--- config.mk ---
export PLATFORM = sky130hd
export DESIGN_NAME = flash_buffered_program_and_query
export DESIGN_NICKNAME = d
export VERILOG_FILES = /design/src/design/flash_seq_pkg.sv /design/src/design/write_buffer.sv /design/src/design/query_rom.sv /design/src/design/flash_buffered_program_and_query.sv
export VERILOG_INCLUDE_DIRS = /design/src /design/src/design
export SDC_FILE = /design/constraint.sdc
export NUM_CORES = 1
export LEC_CHECK = 0
export BUFFER_PORTS_ARGS = -buffer_cell sky130_fd_sc_hd__buf_4
export CAP_MARGIN = 20
export CORE_MARGIN = 2
export CORE_UTILIZATION = 30
export DETAILED_ROUTE_END_ITERATION = 16
export GPL_TIMING_DRIVEN = 0
export PLACE_DENSITY = 0.56
export RECOVER_POWER = 25
export SETUP_SLACK_MARGIN = 0.4
export SYNTH_ARGS = -nofsm -noshare
export SYNTH_HDL_FRONTEND = slang
export SYNTH_SLANG_ARGS = --single-unit
--- constraint.sdc ---
create_clock -name mclk -period 7.2 [get_ports mclk]
set_input_delay 1.08 -clock mclk [delete_from_list [all_inputs] [get_ports mclk]]
set_output_delay 1.08 -clock mclk [all_outputs]
set_load 0.01 [all_outputs]
--- src/design/flash_seq_defs.svh ---
`ifndef FLASH_SEQ_DEFS_SVH
`define FLASH_SEQ_DEFS_SVH

// word address layout: block number sits in the upper bits
`define ADDR_W            24
`define BLK_LSB           16
`define BUF_WORDS         32
`define BUF_IDX_W         5
`define BUF_LAST_IDX      5'h1f

// command codes on the low data byte
`define CMD_BUFFERED_FACTORY_PROGRAM          8'h80
`define CMD_READ_ARRAY    8'hff
`define CMD_QUERY         8'h98
`define CMD_CLR_STATUS    8'h50
`define EXIT_DATA         16'hffff

// status register field positions and reset value
`define SR_READY          7
`define SR_VPP_ERR        3
`define SR_LOCK_ERR       1
`define SR_BUSY           0
`define STATUS_RESET      8'h80

// query database offsets (word addresses) and contents
`define QRY_SIG_FIRST_OFF     8'h10
`define QRY_SIG_SECOND_OFF    8'h11
`define QRY_SIG_THIRD_OFF     8'h12
`define QRY_PRI_ID_LOW_OFF    8'h13
`define QRY_PRI_ID_HIGH_OFF   8'h14
`define QRY_EXT_PTR_LOW_OFF   8'h15
`define QRY_EXT_PTR_HIGH_OFF  8'h16
`define QRY_ALT_ID_LOW_OFF    8'h17
`define QRY_ALT_ID_HIGH_OFF   8'h18
`define QRY_ALT_PTR_LOW_OFF   8'h19
`define QRY_ALT_PTR_HIGH_OFF  8'h1a
`define QRY_SIG_FIRST         8'h51
`define QRY_SIG_SECOND        8'h52
`define QRY_SIG_THIRD         8'h59
`define QRY_EXT_PTR           16'h010a
`define QRY_ALT_ID            16'h0000
`define QRY_ALT_PTR           16'h0000

// timing, in ns, and the clock period they are divided by
`define MCLK_PERIOD_NS    25
`define SETUP_NS          100
`define WORD_PROG_NS      200
`define EXIT_NS           100

`endif

--- src/design/flash_seq_pkg.sv ---
package flash_seq_pkg;

    typedef enum logic [7:0] {
        S_ARRAY  = 8'h01,
        S_QUERY  = 8'h02,
        S_STATUS = 8'h04,
        S_SETUP  = 8'h08,
        S_CHECK  = 8'h10,
        S_LOAD   = 8'h20,
        S_PROG   = 8'h40,
        S_EXIT   = 8'h80
    } seq_state_t;

endpackage

--- src/design/write_buffer.sv ---
`timescale 1ns/1ps
`include "flash_seq_defs.svh"

module write_buffer (
    input  wire logic                    mclk,
    input  wire logic                    wrEn,
    input  wire logic [`BUF_IDX_W-1:0]   wrIdx,
    input  wire logic [15:0]             wrData,
    input  wire logic [`BUF_IDX_W-1:0]   rdIdx,
    output logic      [15:0]             rdData
);

    logic [15:0] word_reg [`BUF_WORDS];

    genvar i;
    generate
        for (i = 0; i < `BUF_WORDS; i++) begin : g_word
            always_ff @(posedge mclk) begin
                if (wrEn && wrIdx == `BUF_IDX_W'(i)) begin
                    word_reg[i] <= wrData;
                end
            end
        end
    endgenerate

    assign rdData = word_reg[rdIdx];

endmodule // write_buffer

--- src/design/query_rom.sv ---
`timescale 1ns/1ps
`include "flash_seq_defs.svh"

module query_rom #(
    // arbitrary value
    parameter logic [15:0] PRI_CMDSET_ID = 16'h0007
) (
    input  wire logic [7:0] offset,
    output logic      [7:0] qByte
);

    function automatic logic [7:0] lookup(input logic [7:0] off);
        logic [7:0] b;
        b = 8'h00;
        case (off)
            `QRY_SIG_FIRST_OFF:    b = `QRY_SIG_FIRST;
            `QRY_SIG_SECOND_OFF:   b = `QRY_SIG_SECOND;
            `QRY_SIG_THIRD_OFF:    b = `QRY_SIG_THIRD;
            `QRY_PRI_ID_LOW_OFF:   b = PRI_CMDSET_ID[7:0];
            `QRY_PRI_ID_HIGH_OFF:  b = PRI_CMDSET_ID[15:8];
            `QRY_EXT_PTR_LOW_OFF:  b = 8'(`QRY_EXT_PTR);
            `QRY_EXT_PTR_HIGH_OFF: b = 8'(`QRY_EXT_PTR >> 8);
            `QRY_ALT_ID_LOW_OFF:   b = 8'(`QRY_ALT_ID);
            `QRY_ALT_ID_HIGH_OFF:  b = 8'(`QRY_ALT_ID >> 8);
            `QRY_ALT_PTR_LOW_OFF:  b = 8'(`QRY_ALT_PTR);
            `QRY_ALT_PTR_HIGH_OFF: b = 8'(`QRY_ALT_PTR >> 8);
            default:               b = 8'h00;
        endcase
        return b;
    endfunction

    // low byte first at the lower offset
    assign qByte = lookup(offset);

endmodule // query_rom

--- src/design/flash_buffered_program_and_query.sv ---
`timescale 1ns/1ps
`include "flash_seq_defs.svh"

module flash_buffered_program_and_query (
    input  wire logic                 mclk,
    input  wire logic                 reset,
    input  wire logic [`ADDR_W-1:0]   addrIn,
    input  wire logic [15:0]          dqIn,
    output logic      [15:0]          dqOut,
    output logic                      dqDriveN,
    input  wire logic                 chipEnN,
    input  wire logic                 writeEnN,
    input  wire logic                 outEnN,
    input  wire logic                 highProgramVoltage,
    input  wire logic                 blockLocked,
    input  wire logic [15:0]          arrayRdData,
    output logic                      arrayWe,
    output logic      [`ADDR_W-1:0]   arrayAddr,
    output logic      [15:0]          arrayData
);

    localparam int SETUP_I = (`SETUP_NS + `MCLK_PERIOD_NS - 1)
                             / `MCLK_PERIOD_NS;
    localparam int PROG_I  = (`WORD_PROG_NS + `MCLK_PERIOD_NS - 1)
                             / `MCLK_PERIOD_NS;
    localparam int EXIT_I  = (`EXIT_NS + `MCLK_PERIOD_NS - 1)
                             / `MCLK_PERIOD_NS;
    localparam logic [7:0] SETUP_CYC = 8'(SETUP_I);
    localparam logic [7:0] PROG_CYC  = 8'(PROG_I);
    localparam logic [7:0] EXIT_CYC  = 8'(EXIT_I);

    flash_seq_pkg::seq_state_t state_reg;
    flash_seq_pkg::seq_state_t state_next;

    logic                    wePrev_reg;
    logic [`ADDR_W-1:0]      startAddr_reg;
    logic [`ADDR_W-1:0]      progAddr_reg;
    logic [`BUF_IDX_W-1:0]   loadIdx_reg;
    logic [`BUF_IDX_W-1:0]   progIdx_reg;
    logic [7:0]              timer_reg;
    logic                    errVpp_reg;
    logic                    errLock_reg;
    logic [15:0]             dqOut_reg;
    logic                    dqDriveN_reg;
    logic                    arrayWe_reg;
    logic [`ADDR_W-1:0]      arrayAddr_reg;
    logic [15:0]             arrayData_reg;
    logic [`ADDR_W-1:0]      prevArrAddr_reg;
    logic                    havePrev_reg;
    logic [9:0]              progCyc_reg;

    wire logic        wrStrobe;
    wire logic        rdActive;
    wire logic [7:0]  cmd;
    wire logic        inBlock;
    wire logic        atFirst;
    wire logic        idleState;
    wire logic        befpState;
    wire logic        timerDone;
    wire logic        loadWrite;
    wire logic        exitWrite;
    wire logic        progStep;
    wire logic        confirmWrite;
    wire logic        setupErr;
    wire logic        srReady;
    wire logic        srBusy;
    wire logic [7:0]  srView;
    wire logic [7:0]  qByte;
    wire logic [15:0] bufRd;
    logic      [15:0] rdData;

    // write taken on the rising edge of the write enable
    assign wrStrobe  = writeEnN && !wePrev_reg && !chipEnN;
    assign rdActive  = !chipEnN && !outEnN;
    assign cmd       = dqIn[7:0];
    assign inBlock   = addrIn[`ADDR_W-1:`BLK_LSB]
                       == startAddr_reg[`ADDR_W-1:`BLK_LSB];
    assign atFirst   = addrIn == startAddr_reg;
    assign idleState = state_reg == flash_seq_pkg::S_ARRAY
                    || state_reg == flash_seq_pkg::S_QUERY
                    || state_reg == flash_seq_pkg::S_STATUS;
    assign befpState = !idleState;
    assign timerDone = timer_reg == 8'h00;

    assign confirmWrite = wrStrobe && state_reg == flash_seq_pkg::S_SETUP
                          && cmd == `CMD_BUFFERED_FACTORY_PROGRAM && atFirst;
    assign setupErr     = !highProgramVoltage || blockLocked;
    // exit is a 0xffff write outside the current block
    assign exitWrite = wrStrobe && state_reg == flash_seq_pkg::S_LOAD
                       && dqIn == `EXIT_DATA && !inBlock;
    // data only taken while the busy bit is low
    assign loadWrite = wrStrobe && state_reg == flash_seq_pkg::S_LOAD
                       && !exitWrite;
    assign progStep  = state_reg == flash_seq_pkg::S_PROG && timerDone;

    assign srReady = idleState
                  || state_reg == flash_seq_pkg::S_CHECK;
    assign srBusy  = state_reg == flash_seq_pkg::S_PROG;
    assign srView  = {srReady, 3'b000, errVpp_reg, 1'b0, errLock_reg,
                      srBusy};

    // query offsets are word addresses on the x16 bus
    query_rom u_query (
        .offset (addrIn[7:0]),
        .qByte  (qByte)
    );

    write_buffer u_buf (
        .mclk   (mclk),
        .wrEn   (loadWrite),
        .wrIdx  (loadIdx_reg),
        .wrData (dqIn),
        .rdIdx  (progIdx_reg),
        .rdData (bufRd)
    );

    always_comb begin
        rdData = arrayRdData;
        case (state_reg)
            flash_seq_pkg::S_ARRAY:  rdData = arrayRdData;
            flash_seq_pkg::S_QUERY:  rdData = {8'h00, qByte};
            flash_seq_pkg::S_STATUS: rdData = {8'h00, srView};
            default: begin
                if (atFirst) begin
                    rdData = {8'h00, srView};
                end
            end
        endcase
    end

    always_comb begin
        state_next = state_reg;
        case (state_reg)
            flash_seq_pkg::S_ARRAY,
            flash_seq_pkg::S_QUERY,
            flash_seq_pkg::S_STATUS: begin
                if (wrStrobe) begin
                    case (cmd)
                        `CMD_READ_ARRAY: state_next = flash_seq_pkg::S_ARRAY;
                        `CMD_QUERY:      state_next = flash_seq_pkg::S_QUERY;
                        `CMD_BUFFERED_FACTORY_PROGRAM:       state_next = flash_seq_pkg::S_SETUP;
                        `CMD_CLR_STATUS: state_next = flash_seq_pkg::S_STATUS;
                        default:         state_next = state_reg;
                    endcase
                end
            end
            flash_seq_pkg::S_SETUP: begin
                if (confirmWrite) begin
                    state_next = flash_seq_pkg::S_CHECK;
                end else if (wrStrobe) begin
                    state_next = flash_seq_pkg::S_STATUS;
                end
            end
            flash_seq_pkg::S_CHECK: begin
                if (timerDone) begin
                    state_next = (errVpp_reg || errLock_reg)
                               ? flash_seq_pkg::S_STATUS
                               : flash_seq_pkg::S_LOAD;
                end
            end
            flash_seq_pkg::S_LOAD: begin
                if (exitWrite) begin
                    state_next = flash_seq_pkg::S_EXIT;
                end else if (loadWrite && loadIdx_reg == `BUF_LAST_IDX) begin
                    state_next = flash_seq_pkg::S_PROG;
                end
            end
            flash_seq_pkg::S_PROG: begin
                if (progStep && progIdx_reg == `BUF_LAST_IDX) begin
                    state_next = flash_seq_pkg::S_LOAD;
                end
            end
            flash_seq_pkg::S_EXIT: begin
                if (timerDone) begin
                    state_next = flash_seq_pkg::S_STATUS;
                end
            end
            default: state_next = flash_seq_pkg::S_ARRAY;
        endcase
    end

    always_ff @(posedge mclk) begin
        if (reset) begin
            state_reg  <= flash_seq_pkg::S_ARRAY;
            wePrev_reg <= 1'b1;
        end else begin
            state_reg  <= state_next;
            wePrev_reg <= writeEnN;
        end
    end

    always_ff @(posedge mclk) begin
        if (reset) begin
            startAddr_reg <= '0;
            loadIdx_reg   <= '0;
        end else if (idleState && wrStrobe && cmd == `CMD_BUFFERED_FACTORY_PROGRAM) begin
            startAddr_reg <= addrIn;
            loadIdx_reg   <= '0;
        end else if (loadWrite) begin
            loadIdx_reg   <= loadIdx_reg + 1'b1;
        end
    end

    always_ff @(posedge mclk) begin
        if (reset) begin
            timer_reg <= 8'h00;
        end else if (confirmWrite) begin
            timer_reg <= SETUP_CYC - 8'h01;
        end else if (exitWrite) begin
            timer_reg <= EXIT_CYC - 8'h01;
        end else if (progStep || (state_next == flash_seq_pkg::S_PROG
                     && state_reg != flash_seq_pkg::S_PROG)) begin
            timer_reg <= PROG_CYC - 8'h01;
        end else if (!timerDone) begin
            timer_reg <= timer_reg - 8'h01;
        end
    end

    // errors held; cleared by clear status outside the sequence or reloaded at confirm, so no set collides
    always_ff @(posedge mclk) begin
        if (reset) begin
            errVpp_reg  <= 1'b0;
            errLock_reg <= 1'b0;
        end else if (confirmWrite) begin
            errVpp_reg  <= !highProgramVoltage;
            errLock_reg <= blockLocked;
        end else if (idleState && wrStrobe && cmd == `CMD_CLR_STATUS) begin
            errVpp_reg  <= 1'b0;
            errLock_reg <= 1'b0;
        end
    end

    // array programming walks the buffer from the first word upward
    always_ff @(posedge mclk) begin
        if (reset) begin
            progAddr_reg  <= '0;
            progIdx_reg   <= '0;
            arrayWe_reg   <= 1'b0;
            arrayAddr_reg <= '0;
            arrayData_reg <= 16'h0000;
        end else begin
            arrayWe_reg <= progStep;
            if (confirmWrite) begin
                progAddr_reg <= startAddr_reg;
                progIdx_reg  <= '0;
            end else if (progStep) begin
                arrayAddr_reg <= progAddr_reg;
                arrayData_reg <= bufRd;
                progAddr_reg  <= progAddr_reg + 1'b1;
                progIdx_reg   <= progIdx_reg + 1'b1;
            end
        end
    end

    always_ff @(posedge mclk) begin
        if (reset) begin
            dqOut_reg    <= 16'h0000;
            dqDriveN_reg <= 1'b1;
        end else begin
            dqOut_reg    <= rdData;
            dqDriveN_reg <= !rdActive;
        end
    end

    assign dqOut     = dqOut_reg;
    assign dqDriveN  = dqDriveN_reg;
    assign arrayWe   = arrayWe_reg;
    assign arrayAddr = arrayAddr_reg;
    assign arrayData = arrayData_reg;

    // helpers for the address order and programming time checks
    always_ff @(posedge mclk) begin
        progCyc_reg <= (srBusy && !reset) ? progCyc_reg + 10'h001 : 10'h000;
        if (reset || confirmWrite) begin
            havePrev_reg    <= 1'b0;
            prevArrAddr_reg <= '0;
        end else if (arrayWe_reg) begin
            havePrev_reg    <= 1'b1;
            prevArrAddr_reg <= arrayAddr_reg;
        end
    end

    a_setup_error: assert property (@(posedge mclk) disable iff (reset)
        state_reg == flash_seq_pkg::S_CHECK && timerDone && setupErr
        |=> state_reg == flash_seq_pkg::S_STATUS && srView[`SR_READY])
        else $error("setup error did not end with ready bit set");

    a_load_ready: assert property (@(posedge mclk) disable iff (reset)
        state_reg == flash_seq_pkg::S_LOAD |-> !srView[`SR_BUSY])
        else $error("busy bit high during data load");

    a_prog_busy: assert property (@(posedge mclk) disable iff (reset)
        $rose(state_reg == flash_seq_pkg::S_PROG)
        |-> srView[`SR_BUSY] [*8])
        else $error("busy bit dropped during programming");

    a_prog_ends: assert property (@(posedge mclk) disable iff (reset)
        srBusy |-> progCyc_reg < 10'(`BUF_WORDS * (PROG_I + 1)))
        else $error("buffer programming did not finish");

    a_word_order: assert property (@(posedge mclk) disable iff (reset)
        arrayWe_reg && havePrev_reg
        |-> arrayAddr_reg == prevArrAddr_reg + 1'b1)
        else $error("array address did not step by one");

    a_ignore_busy: assert property (@(posedge mclk) disable iff (reset)
        state_reg == flash_seq_pkg::S_PROG && wrStrobe
        |=> $stable(loadIdx_reg))
        else $error("data taken while busy");

    a_exit_ready: assert property (@(posedge mclk) disable iff (reset)
        exitWrite |=> !srView[`SR_READY] [*2]
        ##[0:8] state_reg == flash_seq_pkg::S_STATUS && srView[`SR_READY])
        else $error("exit ready bit sequence wrong");

    a_errors_kept: assert property (@(posedge mclk) disable iff (reset)
        state_reg == flash_seq_pkg::S_EXIT
        |=> errVpp_reg == $past(errVpp_reg)
            && errLock_reg == $past(errLock_reg))
        else $error("error bits lost across exit");

    a_read_array: assert property (@(posedge mclk) disable iff (reset)
        idleState && wrStrobe && cmd == `CMD_READ_ARRAY
        |=> state_reg == flash_seq_pkg::S_ARRAY)
        else $error("read array command not obeyed");

    a_query_sig: assert property (@(posedge mclk) disable iff (reset)
        state_reg == flash_seq_pkg::S_QUERY && rdActive
        && addrIn[7:0] == `QRY_SIG_FIRST_OFF
        |=> dqOut_reg == 16'h0051 && !dqDriveN_reg)
        else $error("query signature byte wrong");

    a_query_upper: assert property (@(posedge mclk) disable iff (reset)
        state_reg == flash_seq_pkg::S_QUERY && rdActive
        |=> dqOut_reg[15:8] == 8'h00)
        else $error("query upper byte not zero");

    a_status_first: assert property (@(posedge mclk) disable iff (reset)
        befpState && rdActive && atFirst
        |=> dqOut_reg == {8'h00, $past(srView)})
        else $error("status not shown at first word");

endmodule // flash_buffered_program_and_query

# Word level (Yosys, flattened, before mapping)
# Memories as Yosys holds them, arrays and structs flattened. A register that Yosys moved wholly into a read port is not among the register bits.
# Index checks and enable logic that the tools add are counted.
# op_classes
n_mux	180
bitwise	1
n_lt_le_gt_ge	0
mul	0
div	0
shifts	0
eq_ne	51
addsub	4
reduce_logical	102
# op_table
op	n
16-bit two-way mux	32
16-bit OR reduction	31
5-bit two-way mux	31
1-bit two-way mux	98
5-bit equality test (second input constant)	17
8-bit two-way mux	9
1-bit logical AND	48
24-bit two-way mux	2
16-bit one-hot mux with 3 select lines	1
8-bit one-hot mux with 6 select lines	1
5-bit by 4-bit equality test with 1-bit output (second input constant)	8
8-bit equality test (second input constant)	4
8-bit one-hot mux with 4 select lines	1
24-bit by 1-bit adder with 24-bit output (second input constant)	1
24-bit equality test	1
8-bit by 7-bit equality test with 1-bit output (second input constant)	3
5-bit by 3-bit equality test with 1-bit output (second input constant)	4
16-bit equality test (second input constant)	1
5-bit by 1-bit adder with 5-bit output (second input constant)	2
5-bit by 2-bit equality test with 1-bit output (second input constant)	2
8-bit by 1-bit equality test with 1-bit output (second input constant)	1
8-bit by 2-bit equality test with 1-bit output (second input constant)	1
8-bit by 3-bit equality test with 1-bit output (second input constant)	1
8-bit by 4-bit equality test with 1-bit output (second input constant)	1
other kinds (22)	37
# totals
mem_count	2
rom_bits	192
reg_bits	119
latchBits	0
ram_bits	512
output_inout_bits	58
# mem_list
name	depth	word_bits	read_ports	rd_clocked_by_memory_dff	write_ports	line	rtl
u_buf.word_reg	32	16	1	1	1	write_buffer.sv:13	logic [15:0] word_reg [`BUF_WORDS];
(name not given)	32	6	1	0	0	query_rom.sv:15	case (off)

# Longest topological paths before layout
# logic_depth
ltp_word	43
depth_mapped	9

# Cells and area by module
# From an unflattened synthesis, not the netlist that was laid out.
# unflattened
hier_cells	1946
area_unflattened_um2	26664.3
# modules_own_cells
module	instances	cells_each	area_per_inst_um2
write_buffer	1	1132	20218.1
flash_buffered_program_and_query	1	796	6331.1
query_rom	1	18	115.1

# Worst setup path after synthesis
# No wires, ideal clock.
# synth_path
path_kind	input to register
from	in addrIn[18]
to	mem u_buf.word_reg[20][0] (enable)
n_path_buf	1
arrival_time_ns	3.097
stages	7
required_time_ns	6.812
path_slack_ns	3.715
path_cell_list	xor2_1 -> nor4_1 -> a211o_1 -> and3_1 -> buf_6 -> nand3_1 -> nor2_1
# synth_via
elab_chain_cells	40
word_cells_on_any_way	194
classes_between	eq/ne: 1; mux: 126; reduce/logical: 67
# synth_rtl
item	line	rtl
start, declared	flash_buffered_program_and_query.sv:7	input wire logic [`ADDR_W-1:0] addrIn,
8-bit equality test *	flash_buffered_program_and_query.sv:76	assign inBlock = addrIn[`ADDR_W-1:`BLK_LSB]
1-bit zero test *	flash_buffered_program_and_query.sv:90	&& dqIn == `EXIT_DATA && !inBlock;
1-bit logical AND *	flash_buffered_program_and_query.sv:89	assign exitWrite = wrStrobe && state_reg == flash_seq_pkg::S_LOAD
1-bit zero test *	flash_buffered_program_and_query.sv:93	&& !exitWrite;
1-bit logical AND *	flash_buffered_program_and_query.sv:93	
1-bit logical AND	write_buffer.sv:19	if (wrEn && wrIdx == `BUF_IDX_W'(i)) begin
1-bit two-way mux	write_buffer.sv:19	
1-bit two-way mux (implied by the code)	write_buffer.sv:20	word_reg[i] <= wrData;
16-bit OR reduction (no source line)	-	
5-bit two-way mux (no source line) or 1-bit two-way mux (tied branches) (31 in a row)	-	
end, declared	write_buffer.sv:13	
# Every way passes the cells marked *; elsewhere a longest branch is shown, timed or not.

# Worst setup path in the final report
# layout_path
from	in dqIn[8]
to	mem u_buf.word_reg[21][5] (enable)
# layout_via
elab_chain_cells	40
word_cells_on_any_way	194
classes_between	eq/ne: 1; mux: 126; reduce/logical: 67
# layout_rtl
item	line	rtl
start, declared	flash_buffered_program_and_query.sv:8	input wire logic [15:0] dqIn,
16-bit equality test (no source line) *	-	
1-bit logical AND (no source line) *	-	
1-bit logical AND *	flash_buffered_program_and_query.sv:89	
1-bit zero test *	flash_buffered_program_and_query.sv:93	
1-bit logical AND *	flash_buffered_program_and_query.sv:93	
1-bit logical AND	write_buffer.sv:19	
1-bit two-way mux	write_buffer.sv:19	
1-bit two-way mux (implied by the code)	write_buffer.sv:20	
16-bit OR reduction (no source line)	-	
5-bit two-way mux (no source line) or 1-bit two-way mux (tied branches) (31 in a row)	-	
# Marked as above.

==> flow_metrics.py <==
metrics = {
    "outcome": {
        "status": "finished, violations left",
        "violations": "capacitance limit, slew limit",
    },
    "sta": {
        "slew-limit-headroom_pct": -13.4,
        "tightestPinTransition_ns": 1.70,
        "final_hold_viol_count": 0,
        "max_freq_mhz": 226,
        "setup_viol": 0,
        "rsz0062_at_grt": "no",
        "finalClockSkew_ns": 0.0460,
        "finalCritPeriodShare_pct": 61.6,
        "finalCriticalPeriod_ns": 4.43,
        "setup_tns_ns": 0,
        "holdWs_ns": 0.452,
        "setup_slack_ns": 2.77,
        "drv_slew": 244,
    },
    "final_layout": {
        "final_util_pct": 36.6,
        "seqCellArea_mm2": 0.0181,
        "antenna_cells": 0,
        "layout.cells.non_filler": 2958,
        "drive_gt1_share_pct": 26.6,
        "fillers": 7955,
        "nNetsFinal": 1832,
        "multi_input_area_mm2": 0.00738,
        "largest_register_ffs": 512,
        "fin_area_mm2": 0.0311,
        "area_growth_pct": 20.8,
    },
    "synthesis": {
        "yosys.cell_count.top_type": "edfxtp_1",
        "synth_area_leaders": "edfxtp_1, mux4_2, dfxtp_1, nand2_1, a21oi_1",
        "synth.top_cell.area_share_pct": 59.7,
        "synthTopCellsByCount": "edfxtp_1, mux4_2, nand2_1, dfxtp_1, nor2_1",
        "syn_avg_cell_area_um2": 16.8,
        "synth-edff-count": 512,
        "ys_seq_area_share_pct": 70.1,
        "syn_inst": 1531,
        "ys_ff_latch": 647,
        "ys.warnings.count": 0,
        "async_flop_share_pct": 0,
        "syn_area_mm2": 0.0258,
        "ys.flop_type": "edfxtp_1",
        "yosysTopAreaCell": "edfxtp_1",
        "synth_cell_type_count": 68,
        "synth_nets": 1605,
    },
    "routing": {
        "vias": 14943,
        "routedWlPerCell_um": 23.1,
        "drcViolationCount": 0,
        "drt_iter0_drc": 1195,
        "vias_per_cell": 5.05,
        "ant_nets": 0,
        "drt-pass1-iter-count": 5,
        "finalWirelength_mm": 68.3,
    },
    "power": {
        "p_comb_share_pct": 3.7,
        "power_switching_mw": 1.75,
        "design_power_total_mw": 8.02,
        "ir_drop_mv": 0.189,
        "leakage_nw": 9.73,
        "powerDensity_mw_per_mm2": 258,
        "clkPwrFrac_pct": 45.4,
        "p_sw_share_pct": 21.8,
        "power_frac_seq_pct": 50.9,
        "intPower_mw": 6.27,
    },
    "die": {
        "io_pins": 121,
        "die_w_um": 297,
        "placementRows": 107,
        "dieArea_mm2": 0.0883,
        "die_h_um": 297,
        "start_util_pct": 30.3,
        "coreArea_mm2": 0.0851,
    },
    "global_routing": {
        "antenna_found_initial": 2,
        "busiest_layer": "met2",
        "overflow": 0,
        "met2_usage_pct": 25.0,
        "grt_pass1_wl_mm": 99.9,
        "grt_pass1_vias": 14988,
        "grt_use_met1_pct": 19.9,
        "met3_usage_pct": 3.93,
        "groute.usage.overall_pct": 15.2,
        "grt_max_degree": 37,
    },
    "setup_path": {
        "cp.required_ns": 7.58,
        "end_kind": "flip-flop",
        "start_kind": "input port",
        "worstPathArrival_ns": 4.81,
        "critPathMaxFanout": 33,
        "worstSetupPathType": "input port to flip-flop",
    },
    "placed_design": {
        "dp_cells": 2827,
        "port_buffers": 120,
        "dpl_cell_area_mm2": 0.0288,
        "place_congestion": 0.871,
        "post-place-ws_ns": 2.77,
        "hpwl_mm": 47.1,
    },
    "worst_hold_path": {
        "hp-class": "flip-flop to flip-flop",
    },
    "clock_tree": {
        "clock_path_buffers": 3,
        "postCtsHoldBufs": 0,
        "tritoncts": "done",
        "cts_buffers": 71,
        "post_cts_resized": 0,
        "clkLatencyLatePin_ns": 0.64,
        "h-tree-depth": 3,
        "cts.clk_slew.worst_paths_ns": 0.06,
        "cts_setup_buffers": 0,
        "cts_root_buffer": "clkbuf_16",
        "cts.sinks": 647,
    },
    "flow_run": {
        "maxCapViolCount": 7,
    },
}
-- power groups by stage --
stage	Combinational, mW	Clock [mW]	Sequential (mW)
floorplan	0.156	0	4.15
global placement	0.289	0	4.15
detailed placement	0.300	0	4.15
CTS	0.301	3.72	4.07
global route	0.327	3.86	4.08
finish	0.298	3.64	4.08
-- metal layers --
layer / part of all wire [%] / vias to the layer above
met5: 0.020 / -
met4: 2.0 / 2
met2: 48 / 530
met3: 7.2 / 82
met1: 43 / 7829
li1: - / 6500
-- logic make-up (layout without fill, tap and decap cells) --
logic type | Yosys count | in the layout | share of synthesized area (%)
xor gates and xnor gates | 41 | 41 | 1.39
and+or+nand+nor | 383 | 383 | 7.33
AOI/OAI and AO/OA | 168 | 168 | 4.09
muxes | 187 | 187 | 15.0
buffers and inverters | 94 | 377 | 1.52
DFF | 647 | 647 | 70.1
adders and majority gates | 11 | 11 | 0.534
-- cell usage in the layout, fill, tap and decap left out, types with 19 or more instances in the layout --
master     Yosys  routed
nor2_1        79      49
buf_4          0     107
clkbuf_1      47      74
a21oi_1       73      73
buf_8          0      23
nand3_1       29      29
xor2_1        32      32
nand2_1      148     148
mux4_2       159     159
edfxtp_1     512     512
dfxtp_1      135     135
a211oi_1      19      19
nor2_2         1      31
mux2i_1       27      27
buf_2         26      27
clkbuf_16      0      73
-- final timing paths --
| kind | to | slack (ns) | from | depth (start not counted) |
|---|---|---|---|---|
| worst max-delay path | u_buf.word_reg[21][5] | 2.77 | dqIn[8] | 9 |
| worst min-delay path | arrayAddr[11] | 0.45 | arrayAddr[11] | 2 |
| worst max register to register | u_buf.word_reg[10][2] | 3.67 | startAddr_reg[21] | 8 |
| worst min register to register | arrayAddr[11] | 0.45 | arrayAddr[11] | 2 |
-- area by class of cell --
class	instances	area share [%]
multi-input cells	790	23.7
well taps	1144	4.60
inverters	15	0.181
clock buffers	94	6.33
plain buffers	79	1.08
flip-flops and latches	647	58.1
clock inverters	35	1.32
repair buffers	154	4.70
-- critical path, cell delays in order --
cell and delay, ns:
clkbuf_1 1.11, nand4_1 0.56, or3_1 0.51, a211o_1 0.31, and3_1 0.25, buf_6 0.16, nand3_1 0.33, nor2_2 0.23
buf_16 0.22
No activity file was read; power rests on OpenSTA's default activity.
